--- src/rtl/afi_consts.svh ---
// Purpose: constants for the converter fifo io card
// Assumes: AXI4-Lite register map, 32-bit data
// Notes:   offsets are byte addresses
`ifndef AFI_CONSTS_SVH
`define AFI_CONSTS_SVH
`define AFI_OFF_CMD     8'h00
`define AFI_OFF_STAT    8'h04
`define AFI_OFF_DATA    8'h08
`define AFI_OFF_OUTW    8'h0c
`define AFI_OFF_ISTAT   8'h10
`define AFI_OFF_IMASK   8'h14
`define AFI_OFF_LEVEL   8'h18
`define AFI_CMD_STC     0
`define AFI_CMD_CLC     1
`define AFI_CMD_CLF     2
`define AFI_CMD_CRS     3
`define AFI_ST_FLAG     0
`define AFI_ST_CTRL     1
`define AFI_ST_ACT      2
`define AFI_ST_OVR      3
`define AFI_ST_CMD      4
`define AFI_EV_WORD     0
`define AFI_EV_OVR      1
`define AFI_EV_NE       2
`define AFI_EV_W        3
`define AFI_FIFO_DEPTH  17
`define AFI_MAX_RATE_KW 1250
`define AFI_CLK_KHZ     10000
`define AFI_RESP_OKAY   2'b00
`define AFI_RESP_SLVERR 2'b10
`endif

--- src/rtl/afi_pkg.sv ---
// Purpose: shared types for the converter fifo io card
// Assumes: afi_consts.svh included for the figures
// Notes:   types only
package afi_pkg;
   typedef struct packed {
      logic [15:0] word;
      logic        strobe_n;
   } afi_dev_in_t;
   typedef struct packed {
      logic [15:0] word;
      logic        cmd_o;
      logic        cmd_oe_n;
   } afi_dev_out_t;
   typedef struct packed {
      logic not_empty;
      logic overrun;
      logic cmd_active;
   } afi_leds_t;
   typedef enum logic [1:0] {
      AFI_RD_IDLE,
      AFI_RD_RESP
   } afi_rd_state_t;
endpackage : afi_pkg

--- src/rtl/afi_card.sv ---
// Purpose: converter input card with 17-word fifo, output holding register and status
// Assumes: one clock; processor instructions arrive as AXI4-Lite writes and data-register reads, dma cycles on a pulse port
// Notes:   converter pins are synchronised before use
//
// The address map and the AXI4-Lite slave port are this design's own decisions.
`timescale 1ns/1ps
`include "afi_consts.svh"

module afi_card #(
   parameter int DEPTH = `AFI_FIFO_DEPTH
) (
   input  wire logic                 aclk,
   input  wire logic                 aresetn,
   input  wire logic [7:0]           s_axi_awaddr,
   input  wire logic                 s_axi_awvalid,
   output logic                      s_axi_awready,
   input  wire logic [31:0]          s_axi_wdata,
   input  wire logic [3:0]           s_axi_wstrb,
   input  wire logic                 s_axi_wvalid,
   output logic                      s_axi_wready,
   output logic [1:0]                s_axi_bresp,
   output logic                      s_axi_bvalid,
   input  wire logic                 s_axi_bready,
   input  wire logic [7:0]           s_axi_araddr,
   input  wire logic                 s_axi_arvalid,
   output logic                      s_axi_arready,
   output logic [31:0]               s_axi_rdata,
   output logic [1:0]                s_axi_rresp,
   output logic                      s_axi_rvalid,
   input  wire logic                 s_axi_rready,
   input  wire logic                 dma_input_cycle,
   output logic [15:0]               dma_data,
   output logic                      dma_data_valid,
   output logic                      dma_service_req,
   input  wire afi_pkg::afi_dev_in_t dev_in,
   output afi_pkg::afi_dev_out_t     dev_out,
   output afi_pkg::afi_leds_t        leds,
   output logic                      irq
);
   // 1.25 Mwords/s at 10 MHz leaves 8 clocks per word; the sync chain needs 2 per level
   localparam int MIN_WORD_CYC = `AFI_CLK_KHZ / `AFI_MAX_RATE_KW;
   localparam int LW = $clog2(DEPTH+1);

   // converter pin synchroniser
   logic [15:0] word_s1_q;
   logic [15:0] word_s2_q;
   logic        strb_s1_q;
   logic        strb_s2_q;
   logic        strb_d1_q;

   always_ff @(posedge aclk) begin
      if (!aresetn) begin
         word_s1_q <= 16'h0000;
         word_s2_q <= 16'h0000;
         strb_s1_q <= 1'b1;
         strb_s2_q <= 1'b1;
         strb_d1_q <= 1'b1;
      end else begin
         word_s1_q <= dev_in.word;
         word_s2_q <= word_s1_q;
         strb_s1_q <= dev_in.strobe_n;
         strb_s2_q <= strb_s1_q;
         strb_d1_q <= strb_s2_q;
      end
   end

   // data is stable by the time the flag has fallen through two stages
   wire strb_fall = strb_d1_q && !strb_s2_q;

   // bus write channel
   logic       aw_held_q;
   logic       w_held_q;
   logic [7:0] aw_addr_q;
   logic [31:0] w_data_q;
   logic [3:0] w_strb_q;
   logic       bvalid_q;
   logic [1:0] bresp_q;
   logic       awready_q;
   logic       wready_q;

   wire aw_take = s_axi_awvalid && s_axi_awready;
   wire w_take  = s_axi_wvalid && s_axi_wready;
   wire wr_go   = aw_held_q && w_held_q && !bvalid_q;

   always_ff @(posedge aclk) begin
      if (!aresetn) begin
         aw_held_q <= 1'b0;
         w_held_q  <= 1'b0;
         aw_addr_q <= 8'h00;
         w_data_q  <= 32'h0000_0000;
         w_strb_q  <= 4'h0;
         awready_q <= 1'b0;
         wready_q  <= 1'b0;
      end else begin
         // ready from a flop: low while the channel is held or about to be
         awready_q <= !(aw_take || (aw_held_q && !wr_go));
         wready_q  <= !(w_take || (w_held_q && !wr_go));
         if (aw_take) begin
            aw_held_q <= 1'b1;
            aw_addr_q <= s_axi_awaddr;
         end else if (wr_go) begin
            aw_held_q <= 1'b0;
         end
         if (w_take) begin
            w_held_q <= 1'b1;
            w_data_q <= s_axi_wdata;
            w_strb_q <= s_axi_wstrb;
         end else if (wr_go) begin
            w_held_q <= 1'b0;
         end
      end
   end

   assign s_axi_awready = awready_q;
   assign s_axi_wready  = wready_q;

   wire wr_cmd   = wr_go && (aw_addr_q == `AFI_OFF_CMD);
   wire wr_outw  = wr_go && (aw_addr_q == `AFI_OFF_OUTW);
   wire wr_istat = wr_go && (aw_addr_q == `AFI_OFF_ISTAT);
   wire wr_imask = wr_go && (aw_addr_q == `AFI_OFF_IMASK);
   wire wr_known = wr_cmd || wr_outw || wr_istat || wr_imask ||
                   (aw_addr_q == `AFI_OFF_STAT) || (aw_addr_q == `AFI_OFF_DATA) ||
                   (aw_addr_q == `AFI_OFF_LEVEL);

   wire set_ctl  = wr_cmd && w_strb_q[0] && w_data_q[`AFI_CMD_STC];
   wire clr_ctl  = wr_cmd && w_strb_q[0] && w_data_q[`AFI_CMD_CLC];
   wire clr_flg  = wr_cmd && w_strb_q[0] && w_data_q[`AFI_CMD_CLF];
   wire ctl_rst  = wr_cmd && w_strb_q[0] && w_data_q[`AFI_CMD_CRS];

   always_ff @(posedge aclk) begin
      if (!aresetn) begin
         bvalid_q <= 1'b0;
         bresp_q  <= `AFI_RESP_OKAY;
      end else if (wr_go) begin
         bvalid_q <= 1'b1;
         bresp_q  <= wr_known ? `AFI_RESP_OKAY : `AFI_RESP_SLVERR;
      end else if (s_axi_bready) begin
         bvalid_q <= 1'b0;
      end
   end

   assign s_axi_bvalid = bvalid_q;
   assign s_axi_bresp  = bresp_q;

   // control, input-active and device command
   logic ctrl_q;
   logic act_q;
   logic cmd_q;
   logic push_q;

   always_ff @(posedge aclk) begin
      if (!aresetn || ctl_rst || clr_ctl)
         ctrl_q <= 1'b0;
      else if (set_ctl)
         ctrl_q <= 1'b1;
   end

   always_ff @(posedge aclk) begin
      if (!aresetn || ctl_rst || clr_ctl)
         act_q <= 1'b0;
      else if (set_ctl || clr_flg)
         act_q <= 1'b1;
   end

   // fifo and read paths
   logic [15:0]   head;
   logic          fifo_full;
   logic          fifo_empty;
   logic [LW-1:0] fifo_level;
   logic          arready_q;
   logic          rvalid_q;
   logic          rd_pop;

   wire push = strb_fall && act_q && !fifo_full;
   wire dma_pop = dma_input_cycle && !fifo_empty;

   afi_fifo #(
      .WIDTH (16),
      .DEPTH (DEPTH)
   ) u_fifo (
      .aclk  (aclk),
      .clr   (!aresetn || ctl_rst),
      .push  (push),
      .wdata (word_s2_q),
      .pop   (dma_pop || rd_pop),
      .rdata (head),
      .full  (fifo_full),
      .empty (fifo_empty),
      .level (fifo_level)
   );

   always_ff @(posedge aclk) begin
      if (!aresetn || ctl_rst || clr_ctl)
         cmd_q <= 1'b0;
      else if (strb_fall)
         cmd_q <= 1'b0;
      else if (set_ctl)
         cmd_q <= 1'b1;
      // re-issue a clock after the word lands, so the flag that withdrew it goes first
      else if (ctrl_q && push_q)
         cmd_q <= 1'b1;
   end

   // dma returns the head word one cycle after the request
   always_ff @(posedge aclk) begin
      if (!aresetn) begin
         dma_data       <= 16'h0000;
         dma_data_valid <= 1'b0;
         push_q         <= 1'b0;
      end else begin
         dma_data       <= head;
         dma_data_valid <= dma_pop;
         push_q         <= push;
      end
   end

   // bus read channel; a data-register read is the load-input instruction
   afi_pkg::afi_rd_state_t rd_st_q;
   logic [31:0] rdata_q;
   logic [1:0]  rresp_q;
   logic [31:0] rd_mux;
   logic        rd_ok;

   wire ar_take = s_axi_arvalid && s_axi_arready;
   wire ld_read = ar_take && (s_axi_araddr == `AFI_OFF_DATA);
   assign rd_pop = ld_read && !fifo_empty && !dma_input_cycle;
   // a dma cycle in the same clock wins the head; the read reports an empty attempt
   wire rd_empty = ld_read && (fifo_empty || dma_input_cycle);

   logic [15:0] outw_q;
   logic [3:0]  ist_q;
   logic [3:0]  imask_q;
   logic        ovr_q;

   always_comb begin
      rd_mux = 32'h0000_0000;
      rd_ok  = 1'b1;
      if (s_axi_araddr == `AFI_OFF_CMD) begin
         rd_mux = 32'h0000_0000;
      end else if (s_axi_araddr == `AFI_OFF_STAT) begin
         rd_mux[`AFI_ST_FLAG] = !fifo_empty;
         rd_mux[`AFI_ST_CTRL] = ctrl_q;
         rd_mux[`AFI_ST_ACT]  = act_q;
         rd_mux[`AFI_ST_OVR]  = ovr_q;
         rd_mux[`AFI_ST_CMD]  = cmd_q;
      end else if (s_axi_araddr == `AFI_OFF_DATA) begin
         rd_mux = {16'h0000, head};
      end else if (s_axi_araddr == `AFI_OFF_OUTW) begin
         rd_mux = {16'h0000, outw_q};
      end else if (s_axi_araddr == `AFI_OFF_ISTAT) begin
         rd_mux = {28'h0000000, ist_q};
      end else if (s_axi_araddr == `AFI_OFF_IMASK) begin
         rd_mux = {28'h0000000, imask_q};
      end else if (s_axi_araddr == `AFI_OFF_LEVEL) begin
         rd_mux = {{(32-LW){1'b0}}, fifo_level};
      end else begin
         rd_ok = 1'b0;
      end
   end

   always_ff @(posedge aclk) begin
      if (!aresetn) begin
         rd_st_q   <= afi_pkg::AFI_RD_IDLE;
         arready_q <= 1'b0;
         rvalid_q  <= 1'b0;
         rdata_q   <= 32'h0000_0000;
         rresp_q   <= `AFI_RESP_OKAY;
      end else begin
         case (rd_st_q)
            afi_pkg::AFI_RD_IDLE: begin
               arready_q <= !ar_take;
               if (ar_take) begin
                  rd_st_q  <= afi_pkg::AFI_RD_RESP;
                  rvalid_q <= 1'b1;
                  rdata_q  <= rd_empty ? 32'h0000_0000 : rd_mux;
                  rresp_q  <= rd_ok ? `AFI_RESP_OKAY : `AFI_RESP_SLVERR;
               end
            end
            default: begin
               if (s_axi_rready) begin
                  rd_st_q   <= afi_pkg::AFI_RD_IDLE;
                  arready_q <= 1'b1;
                  rvalid_q  <= 1'b0;
               end
            end
         endcase
      end
   end

   assign s_axi_arready = arready_q;
   assign s_axi_rvalid  = rvalid_q;
   assign s_axi_rdata   = rdata_q;
   assign s_axi_rresp   = rresp_q;

   // overrun: push onto full, or read from empty
   wire ovr_evt = (strb_fall && act_q && fifo_full) || rd_empty ||
                  (dma_input_cycle && fifo_empty);

   always_ff @(posedge aclk) begin
      if (!aresetn || ctl_rst)
         ovr_q <= 1'b0;
      else if (ovr_evt)
         ovr_q <= 1'b1;
   end

   // output holding register
   always_ff @(posedge aclk) begin
      if (!aresetn)
         outw_q <= 16'h0000;
      else if (wr_outw) begin
         if (w_strb_q[0])
            outw_q[7:0] <= w_data_q[7:0];
         if (w_strb_q[1])
            outw_q[15:8] <= w_data_q[15:8];
      end
   end

   // interrupt status: set wins over write-one-to-clear
   wire [3:0] ev = {wr_outw, !fifo_empty, ovr_evt, push};

   always_ff @(posedge aclk) begin
      if (!aresetn)
         ist_q <= 4'h0;
      else
         ist_q <= ev | (ist_q & ~((wr_istat && w_strb_q[0]) ? w_data_q[3:0] : 4'h0));
   end

   always_ff @(posedge aclk) begin
      if (!aresetn)
         imask_q <= 4'h0;
      else if (wr_imask && w_strb_q[0])
         imask_q <= w_data_q[3:0];
   end

   // pin and indicator outputs
   always_ff @(posedge aclk) begin
      if (!aresetn) begin
         dev_out         <= '{word: 16'h0000, cmd_o: 1'b0, cmd_oe_n: 1'b1};
         leds            <= '0;
         irq             <= 1'b0;
         dma_service_req <= 1'b0;
      end else begin
         dev_out.word     <= outw_q;
         dev_out.cmd_o    <= 1'b0;
         dev_out.cmd_oe_n <= !cmd_q;
         leds.not_empty   <= !fifo_empty;
         leds.overrun     <= ovr_q;
         leds.cmd_active  <= cmd_q;
         dma_service_req  <= !fifo_empty && !dma_pop && !rd_pop;
         // eight clocks per word at full rate stay ahead of the three-clock strobe path
         irq              <= |(ist_q & imask_q) || (ctrl_q && !fifo_empty && MIN_WORD_CYC > 2);
      end
   end
endmodule : afi_card

--- src/rtl/afi_fifo.sv ---
// Purpose: first-in first-out store for converter words
// Assumes: caller never pushes when full nor pops when empty
// Notes:   push and pop may coincide
`timescale 1ns/1ps
module afi_fifo #(
   parameter int WIDTH = 16,
   parameter int DEPTH = 17
) (
   input  wire logic             aclk,
   input  wire logic             clr,
   input  wire logic             push,
   input  wire logic [WIDTH-1:0] wdata,
   input  wire logic             pop,
   output logic      [WIDTH-1:0] rdata,
   output logic                  full,
   output logic                  empty,
   output logic [$clog2(DEPTH+1)-1:0] level
);
   localparam int AW = $clog2(DEPTH);
   logic [WIDTH-1:0] mem_q [DEPTH];
   logic [AW-1:0]    wr_q;
   logic [AW-1:0]    rd_q;
   logic [$clog2(DEPTH+1)-1:0] cnt_q;

   always_ff @(posedge aclk) begin
      if (push)
         mem_q[wr_q] <= wdata;
   end

   always_ff @(posedge aclk) begin
      if (clr) begin
         wr_q  <= '0;
         rd_q  <= '0;
         cnt_q <= '0;
      end else begin
         if (push)
            wr_q <= (wr_q == AW'(DEPTH-1)) ? '0 : wr_q + 1'b1;
         if (pop)
            rd_q <= (rd_q == AW'(DEPTH-1)) ? '0 : rd_q + 1'b1;
         if (push && !pop)
            cnt_q <= cnt_q + 1'b1;
         else if (pop && !push)
            cnt_q <= cnt_q - 1'b1;
      end
   end

   assign rdata = mem_q[rd_q];
   assign empty = (cnt_q == '0);
   assign full  = (cnt_q == ($clog2(DEPTH+1))'(DEPTH));
   assign level = cnt_q;
endmodule : afi_fifo

--- config.mk ---
export PLATFORM = sky130hd
export DESIGN_NAME = afi_card
export DESIGN_NICKNAME = d
export VERILOG_FILES = /design/src/rtl/afi_pkg.sv /design/src/rtl/afi_card.sv /design/src/rtl/afi_fifo.sv
export VERILOG_INCLUDE_DIRS = /design/src /design/src/rtl
export SDC_FILE = /design/constraint.sdc
export NUM_CORES = 1
export LEC_CHECK = 0
export BUFFER_PORTS_ARGS = -buffer_cell sky130_fd_sc_hd__buf_2
export CAP_MARGIN = 25
export CORE_MARGIN = 3
export CORE_UTILIZATION = 45
export DETAILED_ROUTE_END_ITERATION = 10
export PLACE_DENSITY_LB_ADDON = 0.25
export SLEW_MARGIN = 15
export SYNTH_ARGS = -nofsm -noshare
export SYNTH_HDL_FRONTEND = slang
export SYNTH_HIERARCHICAL = 1
export SYNTH_SLANG_ARGS = --single-unit
--- constraint.sdc ---
create_clock -name aclk -period 3.9 [get_ports aclk]
set_input_delay 0.195 -clock aclk [delete_from_list [all_inputs] [get_ports aclk]]
set_output_delay 0.195 -clock aclk [all_outputs]
set_load 0.02 [all_outputs]
# Yosys cells after proc, flatten, opt, wreduce, memory -nomap -nowiden
# Memories as Yosys holds them, arrays and structs flattened. A register that Yosys moved wholly into a read port is not among the register bits.
# Index checks and enable logic that the tools add are counted.
[word_totals]
regBits = 190
ram_bits = 272
inputBits = 77
out_inout_bits = 81
word_cells = 189
mem_count = 1
[classes]
addsub = 4
n_eq_ne = 16
n_mux = 42
bitwise_logic = 4
reduce_logical = 81
[mem_list]
columns = ["memory", "words", "word_bits", "read_ports", "rd_clocked_by_memory_dff", "wr", "line_no", "text"]
rows = [
  ["u_fifo.mem_q", 17, 16, 1, 1, 1, "afi_fifo.sv:20", "logic [WIDTH-1:0] mem_q [DEPTH];"],
]
[op_table]
columns = ["op", "n"]
rows = [
  ["2-to-1 mux 32 bit", 2],
  ["2-to-1 mux 5 bit", 10],
  ["equality test 8 x 5 -> 1 bit, second input constant", 6],
  ["logical AND 1 bit", 34],
  ["equality test 8 x 4 -> 1 bit, second input constant", 4],
  ["2-to-1 mux 16 bit", 2],
  ["2-to-1 mux 27 bit", 1],
  ["2-to-1 mux 1 bit", 21],
  ["equality test 8 x 3 -> 1 bit, second input constant", 2],
  ["zero test 8 bit", 2],
  ["logical OR 1 bit", 16],
  ["adder 5 x 1 -> 5 bit, second input constant", 3],
  ["equality test 5 bit, second input constant", 3],
  ["zero test 1 bit", 15],
  ["nonzero test 2 bit", 6],
  ["2-to-1 mux 2 bit", 5],
  ["bitwise AND 4 bit", 2],
  ["AND reduction 2 bit", 4],
  ["zero test 5 bit", 1],
  ["subtractor 5 x 1 -> 5 bit, second input constant", 1],
  ["2-to-1 mux 4 bit", 1],
  ["NOT 4 bit", 1],
  ["bitwise OR 4 bit", 1],
  ["OR reduction 4 bit", 1],
  ["other kinds (3)", 3],
]

# Longest topological paths before layout
# Gate-level depths: netlist (run 1).
[logic_depth]
depth_word = 10
depth_mapped = 14
depth_no_buf = 12

# Hierarchy
# Netlist (run 1), hierarchy kept.
[modules_own_cells]
columns = ["mod", "n_inst", "cells_per_inst", "area_each_um2", "seq_area_each_um2"]
rows = [
  ["afi_fifo", 1, 548, 11364.6, 8568.2],
  ["afi_card", 1, 569, 5636.7, 3083.0],
]

# Worst setup path before layout (run 1)
# No wires, ideal clock.
[synth_path]
kind = "register -> register"
start = "register u_fifo.cnt_q[2] (netlist: u_fifo/level[2])"
end = "register u_fifo.cnt_q[4] (netlist: u_fifo/level[4])"
setup_time_ps = 121
arrival_ps = 2977
required_ps = 3779
setup_slack_ps = 802
stages_incl_launch_ff = 13
path_buffers = 1
synth_period_minus_slack_ps = 3098
cell_sequence = "dfxtp_1 -> or3_1 -> nor3_1 -> nor2_1 -> clkbuf_1 -> inv_1 -> ha_1 -> inv_1 -> fa_1 -> a21o_1 -> a21oi_1 -> mux2i_1 -> mux2_2"
[synth_via]
elab_chain_len = 8
elab_cells_between_ends = 18
cone_classes = "2 x add/sub; 1 x eq/ne; 2 x mux; 13 x reduce/logical"
[synth_rtl]
columns = ["item", "line_no", "text"]
rows = [
  ["start, declared", "afi_fifo.sv:23", "logic [$clog2(DEPTH+1)-1:0] cnt_q;"],
  ["start signal, assigned", "afi_fifo.sv:41", "cnt_q <= cnt_q + 1'b1;"],
  ["start signal, assigned", "afi_fifo.sv:43", "cnt_q <= cnt_q - 1'b1;"],
  ["zero test 5 bit *", "afi_fifo.sv:48", "assign empty = (cnt_q == '0);"],
  ["via fifo_empty", "afi_card.sv:168", "logic fifo_empty;"],
  ["zero test 1 bit *", "afi_card.sv:175, afi_card.sv:226", ""],
  ["logical AND 1 bit (2 in series)", "afi_card.sv:226", "assign rd_pop = ld_read && !fifo_empty && !dma_input_cycle;"],
  ["logical OR 1 bit *", "afi_card.sv:185", ".pop (dma_pop || rd_pop),"],
  ["zero test 1 bit", "afi_fifo.sv:40", "if (push && !pop)"],
  ["logical AND 1 bit", "afi_fifo.sv:40", ""],
  ["2-to-1 mux 5 bit or nonzero test 2 bit (tied branches)", "--", ""],
]
# The timed path passes the listed nets; every way through them passes the cells marked *. The select of a mux whose other input is x is not followed.
# A chain may end at the register's enable or synchronous reset.

# Worst setup path after layout (run 1)
[layout_path]
start = "input s_axi_araddr[5]"
end = "register u_fifo.cnt_q[4] (netlist: u_fifo/level[4])"
[layout_via]
elab_chain_len = 8
elab_cells_between_ends = 10
cone_classes = "1 x eq/ne; 1 x mux; 8 x reduce/logical"
[layout_rtl]
columns = ["item", "line_no", "text"]
rows = [
  ["start, declared", "afi_card.sv:24", "input wire logic [7:0] s_axi_araddr,"],
  ["equality test 8 x 4 -> 1 bit (no line) *", "--", ""],
  ["logical AND 1 bit *", "afi_card.sv:225", "wire ld_read = ar_take && (s_axi_araddr == `AFI_OFF_DATA);"],
  ["logical AND 1 bit * (2 in series)", "afi_card.sv:226", ""],
  ["logical OR 1 bit *", "afi_card.sv:185", ""],
  ["zero test 1 bit", "afi_fifo.sv:40", ""],
  ["logical AND 1 bit", "afi_fifo.sv:40", ""],
  ["2-to-1 mux 5 bit or nonzero test 2 bit (tied branches)", "--", ""],
]
# Every way passes the cells marked *; elsewhere a longest branch is shown, timed or not.

==> impl_metrics.ini, run 1 <==
[worst_setup_path]
worstPathMaxFanout = 5
critical_path.slowest_cell = dlygate4sd3_1
path_class = input port to flip-flop
cp.arrival_ns = 3.48
cp.required_ns = 4.33
r2r-start = u_fifo/level[2]$_SDFFE_PP0P_
worstSetupStartpointType = input port
end_kind = flip-flop
crit_chain = dlygate4sd3_1, buf_2, or4_1, nor3_1, nor2_1, nor2_1, inv_1, ha_1, inv_1, ha_1, a21o_1, a21oi_1, mux2i_1, mux2_2
startpoint = s_axi_araddr[5]
max_stage_delay_ns = 0.53

[drt]
routed_wl_mm = 38.29
avgViaCountPerCell = 5.294
drc = 0
drtIter0Drc = 651
wl_per_cell_microns = 20.71
detail_route.first_pass.iterations = 5
route.vias.total = 9788
ant_nets = 0

[clocking]
cts_tree = built
cts_buffers = 45
clockBufferDepth = 3
clk_latency_ns = 0.55
cts_setup_buffers = 0
cts-root-buf = clkbuf_16
htreeDepth = 2
clk_pin_slew_ns = 0.06
cts_sinks = 446

[floorplan]
die_h_microns = 200.4
rows = 70
io_pins = 158
core_area_sq_um = 36960
start_util_pct = 46.00
die_w_microns = 200.4
dieArea_sq_um = 40150

[timing]
relSlewSlack_pct = 31.33
setup_tns_ns = 0
skew_ns = 0.01199
setup_viol = 0
rsz0062_at_grt = no
period_needed_ns = 3.046
worst_slack_ns = 0.8536
slew_viol_final = 0
period_share_pct = 78.11
max_freq_mhz = 328.3
worst_pin_slew_ns = 1.029
hold_viol = 0

[power_and_ir_drop]
power_switching_mw = 2.434
p_sw_share_pct = 22.93
leakagePower_nw = 7.396
pwr-share-comb_pct = 10.1
irDropWorstVdd_v = 0.0003972
report.power.total_mw = 10.61
pwr-share-seq_pct = 49.2
clkPwrFrac_pct = 40.7
p_per_area_nw_per_um2 = 527.2
p_int_mw = 8.181

[synth]
yosysSeqAreaShare_pct = 68.53
synth_seq_cells = 446
synth_area_leader_cell = edfxtp_1
ys_warn_count = 6
syn_area_sq_um = 17000
synth_most_common_cell = edfxtp_1
synthTopCellsByCount = edfxtp_1 (272), dfxtp_1 (174), nand2_1 (98)
synth_edf_count = 272
synth_area_leaders = edfxtp_1 (48%), dfxtp_1 (20%), mux4_2 (8.5%), and2_1 (2.7%), mux2i_1 (2.6%)
synth_flop_cell = edfxtp_1
ys_types = 62
synth_area_per_cell_sq_um = 15.22
synthCells = 1117
async_flop_share_pct = 0
synth_top_area_share_pct = 48.04

[global_routing]
overflow = 0
grt_pass1_vias = 9926
grt_use_total_pct = 18.95
antenna_found_initial = 1
grt_max_degree = 108
grt_pass1_wl_mm = 58.92

[cells_and_area]
fillerInstances = 3008
final_layout_size_suffix_gt1_share_pct = 22.16
fin_nets = 1399
final_util_pct = 54.48
antenna_cells = 0
syn_to_final_growth_pct = 18.44

[job]
max_cap_viol_count = 0

[status]
status = finished clean

[hold_path]
hp-class = input port to flip-flop
hold_start = s_axi_awvalid

[placed_design]
post-place-ws_ns = 0.7157
gp_congestion = 0.8059
portBuffers = 120
place_hpwl_mm = 23.52
==> sequential cells by signal, indices dropped and copies added (netlist names), 8 cells and up, named ones only <==
name / cells
u_fifo/mem_q: 272
word_s2_q: 16
w_data_q: 16
dma_data: 16
aw_addr_q: 8
s_axi_rdata: 16
outw_q: 16
dev_out: 17
word_s1_q: 16
==> per-stage QoR <==
step | cells | hold slack, ns | instance area [sq um]
after floorplan | 1135 | 0.2965 | 17070
after global placement | 1713 | 0.3909 | 18110
after detailed placement | 1714 | 0.3934 | 18110
after CTS | 1849 | 0.006421 | 20140
after global routing | 1849 | 0.02805 | 20140
final | 1849 | 0.03457 | 20140
==> area by class of cell <==
type	instances	area [sq um]	area share, %
Timing Repair Buffer	205	1401	6.960
Tap cell	504	630.6	3.132
Clock buffer	58	1217	6.046
Multi-Input combinational cell	581	4847	24.07
Sequential cell	446	11660	57.89
Clock inverter	23	262.8	1.305
Inverter	32	120.1	0.5965
==> worst max-delay path: cells and delay by family <==
family | cells | cell delay [ns]
mux | 2 | 0.56
simple gates | 4 | 1.02
fa+ha+maj | 2 | 0.48
buf+inv | 4 | 0.87
compound gates | 2 | 0.36
==> timing repair <==
action / CTS / global route
hold endpoints to repair: 50 / 0
resized for setup: 0 / 0
hold buffers: 54 / 0
==> placed cells by master, fill, tap and decap left out, types with 8 or more instances in the layout <==
master         count
edfxtp_1         272
dfxtp_1          172
buf_2            119
nand2_1           98
and2_1            73
mux4_2            64
dlygate4sd3_1     54
clkbuf_16         47
mux2i_1           45
a21boi_0          34
inv_1             32
nor2_1            30
buf_4             30
a22o_1            26
o22ai_1           21
conb_1            19
a21o_1            18
a211oi_1          16
a21oi_1           12
nand3_1           11
clkbuf_1          11
ha_1              10
nor2b_1            9
nand2b_1           9
o21ai_0            8
clkinv_1           8
==> power by group through the flow <==
| stage | Sequential (mW) | Clock, mW | Combinational [mW] |
|---|---|---|---|
| 2_1_floorplan | 5.34 | 0 | 0.685 |
| 3_3_place_gp | 5.32 | 0 | 1.02 |
| 3_5_place_dp | 5.32 | 0 | 1.03 |
| 4_1_cts | 5.22 | 4.41 | 1.08 |
| 5_1_grt | 5.24 | 4.60 | 1.17 |
| 6_report | 5.22 | 4.32 | 1.07 |
==> worst paths after layout <==
kind         slack [ns]                           end  depth (start not counted)
min reg2reg        0.41          strb_s2_q$_SDFF_PN1_                          1
max reg2reg        1.09  u_fifo/level[4]$_SDFFE_PP0P_                         11
max                0.85  u_fifo/level[4]$_SDFFE_PP0P_                         14
min                0.03     aw_addr_q[4]$_SDFFE_PN0P_                          3
==> kinds of logic (layout without fill, tap and decap cells) <==
kind of cell	Yosys count	count (layout)	share of synthesized area, %
compound gates	157	157	6.837
xor+xnor	10	10	0.5152
fa+ha+maj	12	12	0.9126
buf+inv	108	318	3.385
flops	446	446	68.53
mux	114	114	11.46
other cells	1	19	0.02206
simple gates	269	269	8.338
==> routing by layer <==
layer | global-route usage [%] | part of all wire (%) | up-vias
li1 | - | - | 4519
met1 | 27.18 | 45 | 4916
met2 | 30.54 | 48 | 301
met3 | 3.039 | 5.8 | 52
met4 | 4.893 | 1.8 | 0
met5 | 0 | 0 | -
Power figures use the tool's default switching activity.
==> inputs of run 2 (changes only) <==
- clock period: 3.9 -> 2.8 ns (I/O delays scaled with it)
==> impl_metrics.ini, run 2 (synthesis results as in run 1) <==
[cells_and_area]
syn_to_final_growth_pct = 21.16
final_common_cell = edfxtp_1
final_layout_size_suffix_gt1_share_pct = 24.89
regMostFlops = u_fifo/mem_q
antenna_cells = 0
largest_reg_flops = 272
final_cell_mix = edfxtp_1 (272), dfxtp_1 (172), buf_2 (119)
top_regs = u_fifo/mem_q: 272 flops, dev_out: 17 flops
final_util_pct = 55.73
fin_nets = 1440

[timing]
hold_viol = 0
relSlewSlack_pct = 31.85
holdWs_ns = 0.04366
setup_tns_ns = 0
max_freq_mhz = 379.7
rsz0062_at_grt = no
worst_slack_ns = 0.1666
period_share_pct = 94.05
worst_pin_slew_ns = 1.022
skew_ns = 0.009830
slew_viol_final = 0
period_needed_ns = 2.633
setup_viol = 0

[clocking]
clk_pin_slew_ns = 0.06
clockBufferDepth = 3
clk_latency_ns = 0.54
cts_setup_buffers = 0
cts-root-buf = clkbuf_16
cts_buffers = 44
htreeDepth = 2
cts_sinks = 446
cts_tree = built

[worst_setup_path]
crit_chain = dlygate4sd3_1, buf_2, or4_4, nor3_4, nor2_1, nor2_1, inv_1, ha_2, inv_2, ha_1, a21o_1, a21oi_2, mux2i_1, mux2_2
cp.required_ns = 3.22
worstPathMaxFanout = 3
cp_top_family = simple AND/OR/NAND/NOR gates
cp_num_buf_inv = 4
crit_top_cell = nor2_1
critical_path.slowest_cell = dlygate4sd3_1
path_class = input port to flip-flop
max_stage_delay_ns = 0.53
end_kind = flip-flop
worstSetupStartpointType = input port
cp.arrival_ns = 3.06

[job]
max_cap_viol_count = 0

[hold_path]
hp-class = input port to flip-flop

[power_and_ir_drop]
p_sw_share_pct = 23.07
power_switching_mw = 3.429
p_per_area_nw_per_um2 = 721.7
pwr-share-comb_pct = 10.8
pwr-share-seq_pct = 48.9
irDropWorstVdd_v = 0.0006426
p_int_mw = 11.44
report.power.total_mw = 14.87
clkPwrFrac_pct = 40.3
leakagePower_nw = 7.633

[floorplan]
dieArea_sq_um = 40150
die_w_microns = 200.4
rows = 70
core_area_sq_um = 36960
start_util_pct = 46.00
die_h_microns = 200.4
io_pins = 158

[drt]
route.vias.total = 9924
detail_route.first_pass.iterations = 5
avgViaCountPerCell = 5.251
routed_wl_mm = 38.02
wl_per_cell_microns = 20.12
ant_nets = 0
drc = 0
drtIter0Drc = 585

[global_routing]
grt_pass1_wl_mm = 58.73
grt_pass1_vias = 10160
grt_use_total_pct = 18.70
overflow = 0
grt_max_degree = 107
antenna_found_initial = 0

[placed_design]
portBuffers = 120
gp_congestion = 0.8248
post-place-ws_ns = 0.01203
place_hpwl_mm = 24.51

[status]
status = finished clean
[run 2: changes by cell type in the layout (fill, tap and decap cells not counted), sizes merged]
cell         previous run  this run
clkinv                 15        11
buf                   151       184
bufinv                  6         5
dlygate4sd3            54        63
clkinvlp                0         3
inv                    34        33
clkbuf                 58        60
[run 2: what timing repair did]
item                                    4_1_cts  5_1_grt
endpoints found under the hold margin        53        0
hold buffers                                 63        0
gates resized for setup                       0        7
endpoints found under the setup margin        0        2
[run 2: final cells by class]
type,count,area (sq um)
clock inverter,20,231.5
inverter,32,120.1
timing repair buffer,247,1829
multi-input combinational,581,4887
sequential,446,11660
fill,2973,16360
clock buffer,60,1244
tap,504,630.6
[run 2: per-layer routing]
layer	routed length, microns	track usage (%)	vias to the layer above
met5	0	0	-
met4	801	4.868	0
li1	-	-	4606
met1	17020	25.69	5013
met3	1875	3.299	51
met2	18330	31.15	254
[run 2: tightest hold or removal path: cells and delay by family]
kind	cells	cell delay [ns]
buf+inv	1	0.15
compound gates	1	0.09
simple gates	1	0.14
[run 2: power by group through the flow]
stage	Sequential, mW	Combinational (mW)	Clock, mW
final	7.26	1.61	5.99
after global routing	7.28	1.75	6.39
after CTS	7.26	1.59	6.10
after detailed placement	7.40	1.52	0
after global placement	7.40	1.50	0
after floorplan	7.44	0.970	0
[run 2: worst paths after layout]
kind	start	endpoint	slack [ns]	depth (start not counted)
worst max-delay path	s_axi_araddr[6]	u_fifo/level[4]$_SDFFE_PP0P_	0.17	14
worst min-delay path	s_axi_awvalid	aw_addr_q[2]$_SDFFE_PN0P_	0.04	3
worst max register to register	u_fifo/level[2]$_SDFFE_PP0P_	u_fifo/level[4]$_SDFFE_PP0P_	0.18	12
worst min register to register	strb_s1_q$_SDFF_PN1_	strb_s2_q$_SDFF_PN1_	0.41	1
[run 2: per-stage QoR]
stage               cells  instance area [sq um]
finish               1890                  20600
global route         1890                  20600
CTS                  1888                  20530
detailed placement   1745                  18430
global placement     1745                  18430
floorplan            1135                  17090
==> inputs of run 3 (changes only) <==
- clock period: 2.8 -> 3.35 ns (I/O delays scaled with it)
==> impl_metrics.ini, run 3 (synthesis results as in run 1) <==
[clocking]
cts_tree = built
cts_sinks = 446
cts-root-buf = clkbuf_16
clk_latency_ns = 0.56
cts_setup_buffers = 0
clockBufferDepth = 3
cts_buffers = 44
clk_pin_slew_ns = 0.06
htreeDepth = 2

[global_routing]
antenna_found_initial = 0
grt_pass1_wl_mm = 57.83
grt_max_degree = 91
overflow = 0
grt_pass1_vias = 9960
grt_use_total_pct = 18.42

[cells_and_area]
fin_nets = 1408
final_cell_mix = edfxtp_1 (272), dfxtp_1 (172), buf_2 (119)
syn_to_final_growth_pct = 19.06
final_cell_area_sq_um = 20240
largest_reg_flops = 272
top_regs = u_fifo/mem_q: 272 flops, dev_out: 17 flops
antenna_cells = 0
final_layout_size_suffix_gt1_share_pct = 23.12
final_common_cell = edfxtp_1
regMostFlops = u_fifo/mem_q

[worst_setup_path]
critical_path.slowest_cell = dlygate4sd3_1
crit_chain = dlygate4sd3_1, buf_2, or4_1, nor3_1, nor2_1, nor2_1, inv_1, ha_1, inv_1, ha_1, a21o_1, a21oi_1, mux2i_1, mux2_2
r2r-start = u_fifo/level[2]$_SDFFE_PP0P_
worstSetupStartpointType = input port
path_class = input port to flip-flop
crit_end = u_fifo/level[4]$_SDFFE_PP0P_
cp.required_ns = 3.79
cp.arrival_ns = 3.36
max_stage_delay_ns = 0.53
startpoint = s_axi_araddr[5]
worstPathMaxFanout = 5
end_kind = flip-flop
worst_r2r_endpoint = u_fifo/level[4]$_SDFFE_PP0P_
reg2reg_slack_ns = 0.55
r2r_cells = 11

[drt]
wl_met1_mm = 17.23
drc = 0
topRoutingLayerUsed = met4
avgViaCountPerCell = 5.278
routed_wl_mm = 37.25
detail_route.first_pass.iterations = 5
route.vias.total = 9807
ant_nets = 0
dr_wl_met2_mm = 17.50
drtIter0Drc = 616
met3_length_mm = 1.896
wl_per_cell_microns = 20.05

[timing]
slew_viol_final = 0
rsz0062_at_grt = no
relSlewSlack_pct = 35.65
setup_viol = 0
max_freq_mhz = 342.5
hold_viol = 0
worst_pin_slew_ns = 0.9639
skew_ns = 0.01523
period_share_pct = 87.16
setup_tns_ns = 0
period_needed_ns = 2.920

[status]
status = finished clean

[power_and_ir_drop]
p_per_area_nw_per_um2 = 609.6
pwr-share-seq_pct = 49.5
irDropWorstVdd_v = 0.0005058
leakagePower_nw = 7.439
power_switching_mw = 2.866
clkPwrFrac_pct = 40.8
pwr-share-comb_pct = 9.7
p_int_mw = 9.473
p_sw_share_pct = 23.23

[placed_design]
gp_congestion = 0.8204
place_hpwl_mm = 23.33
dpl-instance-area_sq_um = 18140
portBuffers = 120

[hold_path]
hp-class = input port to flip-flop

[floorplan]
die_w_microns = 200.4
core_area_sq_um = 36960
io_pins = 158
start_util_pct = 46.00
rows = 70
dieArea_sq_um = 40150
die_h_microns = 200.4

[job]
max_cap_viol_count = 0
-- run 3: cell count changes in the layout (fill, tap and decap cells not counted), sizes merged --
cell | previous run | this run
buf | 184 | 156
clkinv | 11 | 6
clkbuf | 60 | 64
dlygate4sd3 | 63 | 59
bufinv | 5 | 2
inv | 33 | 36
clkinvlp | 3 | 4
-- run 3: metal layers --
metal | GRT usage (%) | vias to the layer above
met5 | 0 | -
met4 | 4.743 | 0
met3 | 3.039 | 49
met2 | 29.26 | 273
met1 | 26.72 | 4950
li1 | - | 4535
-- run 3: power by group through the flow --
stage	combinational, mW	clock (mW)	sequential, mW
after floorplan	0.798	0	6.21
after global placement	1.14	0	6.22
after detailed placement	1.15	0	6.23
after CTS	1.21	5.13	6.11
after global routing	1.31	5.37	6.13
final	1.20	5.03	6.11
-- run 3: how the worst min path moves through the flow --
stage	startpoint	endpoint	slack [ns]	cells after the start
2_1_floorplan	dev_in[0]	strb_s1_q$_SDFF_PN1_	0.27	1
3_3_place_gp	dev_in[0]	strb_s1_q$_SDFF_PN1_	0.36	2
3_5_place_dp	dev_in[0]	strb_s1_q$_SDFF_PN1_	0.36	2
4_1_cts	s_axi_arvalid	dma_service_req$_SDFF_PN0_	0.11	5
5_1_grt	s_axi_arvalid	dma_service_req$_SDFF_PN0_	0.19	5
6_report	s_axi_arvalid	dma_service_req$_SDFF_PN0_	0.14	5
-- run 3: final cells by class --
class / count / area (sq um)
repair buffers: 215 / 1476
flip-flops and latches: 446 / 11660
clock buffers: 64 / 1353
well taps: 504 / 630.6
inverters: 32 / 120.1
multi-input cells: 581 / 4847
clock inverters: 16 / 158.9
fillers: 2987 / 16720
-- run 3: what timing repair did --
| item | in CTS | in global routing |
|---|---|---|
| hold endpoints to repair | 50 | 0 |
| resized for setup | 0 | 0 |
| hold buffers | 59 | 0 |
-- run 3: metrics by stage --
stage	total power [mW]	hold slack, ns	utilization, %	worst slack [ns]	std cells
after floorplan	7.012	0.2690	-	0.2520	1135
after CTS	12.45	0.1101	54.77	0.4689	1858
after detailed placement	7.380	0.3620	49.08	0.3706	1719
final	12.34	0.1378	54.77	0.4300	1858
after global routing	12.81	0.1877	54.77	0.2221	1858
after global placement	7.367	0.3612	49.08	0.3809	1719
-- run 3: critical path: cells and delay by family --
| family | cells | cell delay [ns] |
|---|---|---|
| adder cells (fa/ha/maj) | 2 | 0.47 |
| AND/OR/NAND/NOR | 4 | 0.95 |
| buffers and inverters | 4 | 0.86 |
| AO/OA/AOI/OAI | 2 | 0.36 |
| multiplexers | 2 | 0.55 |
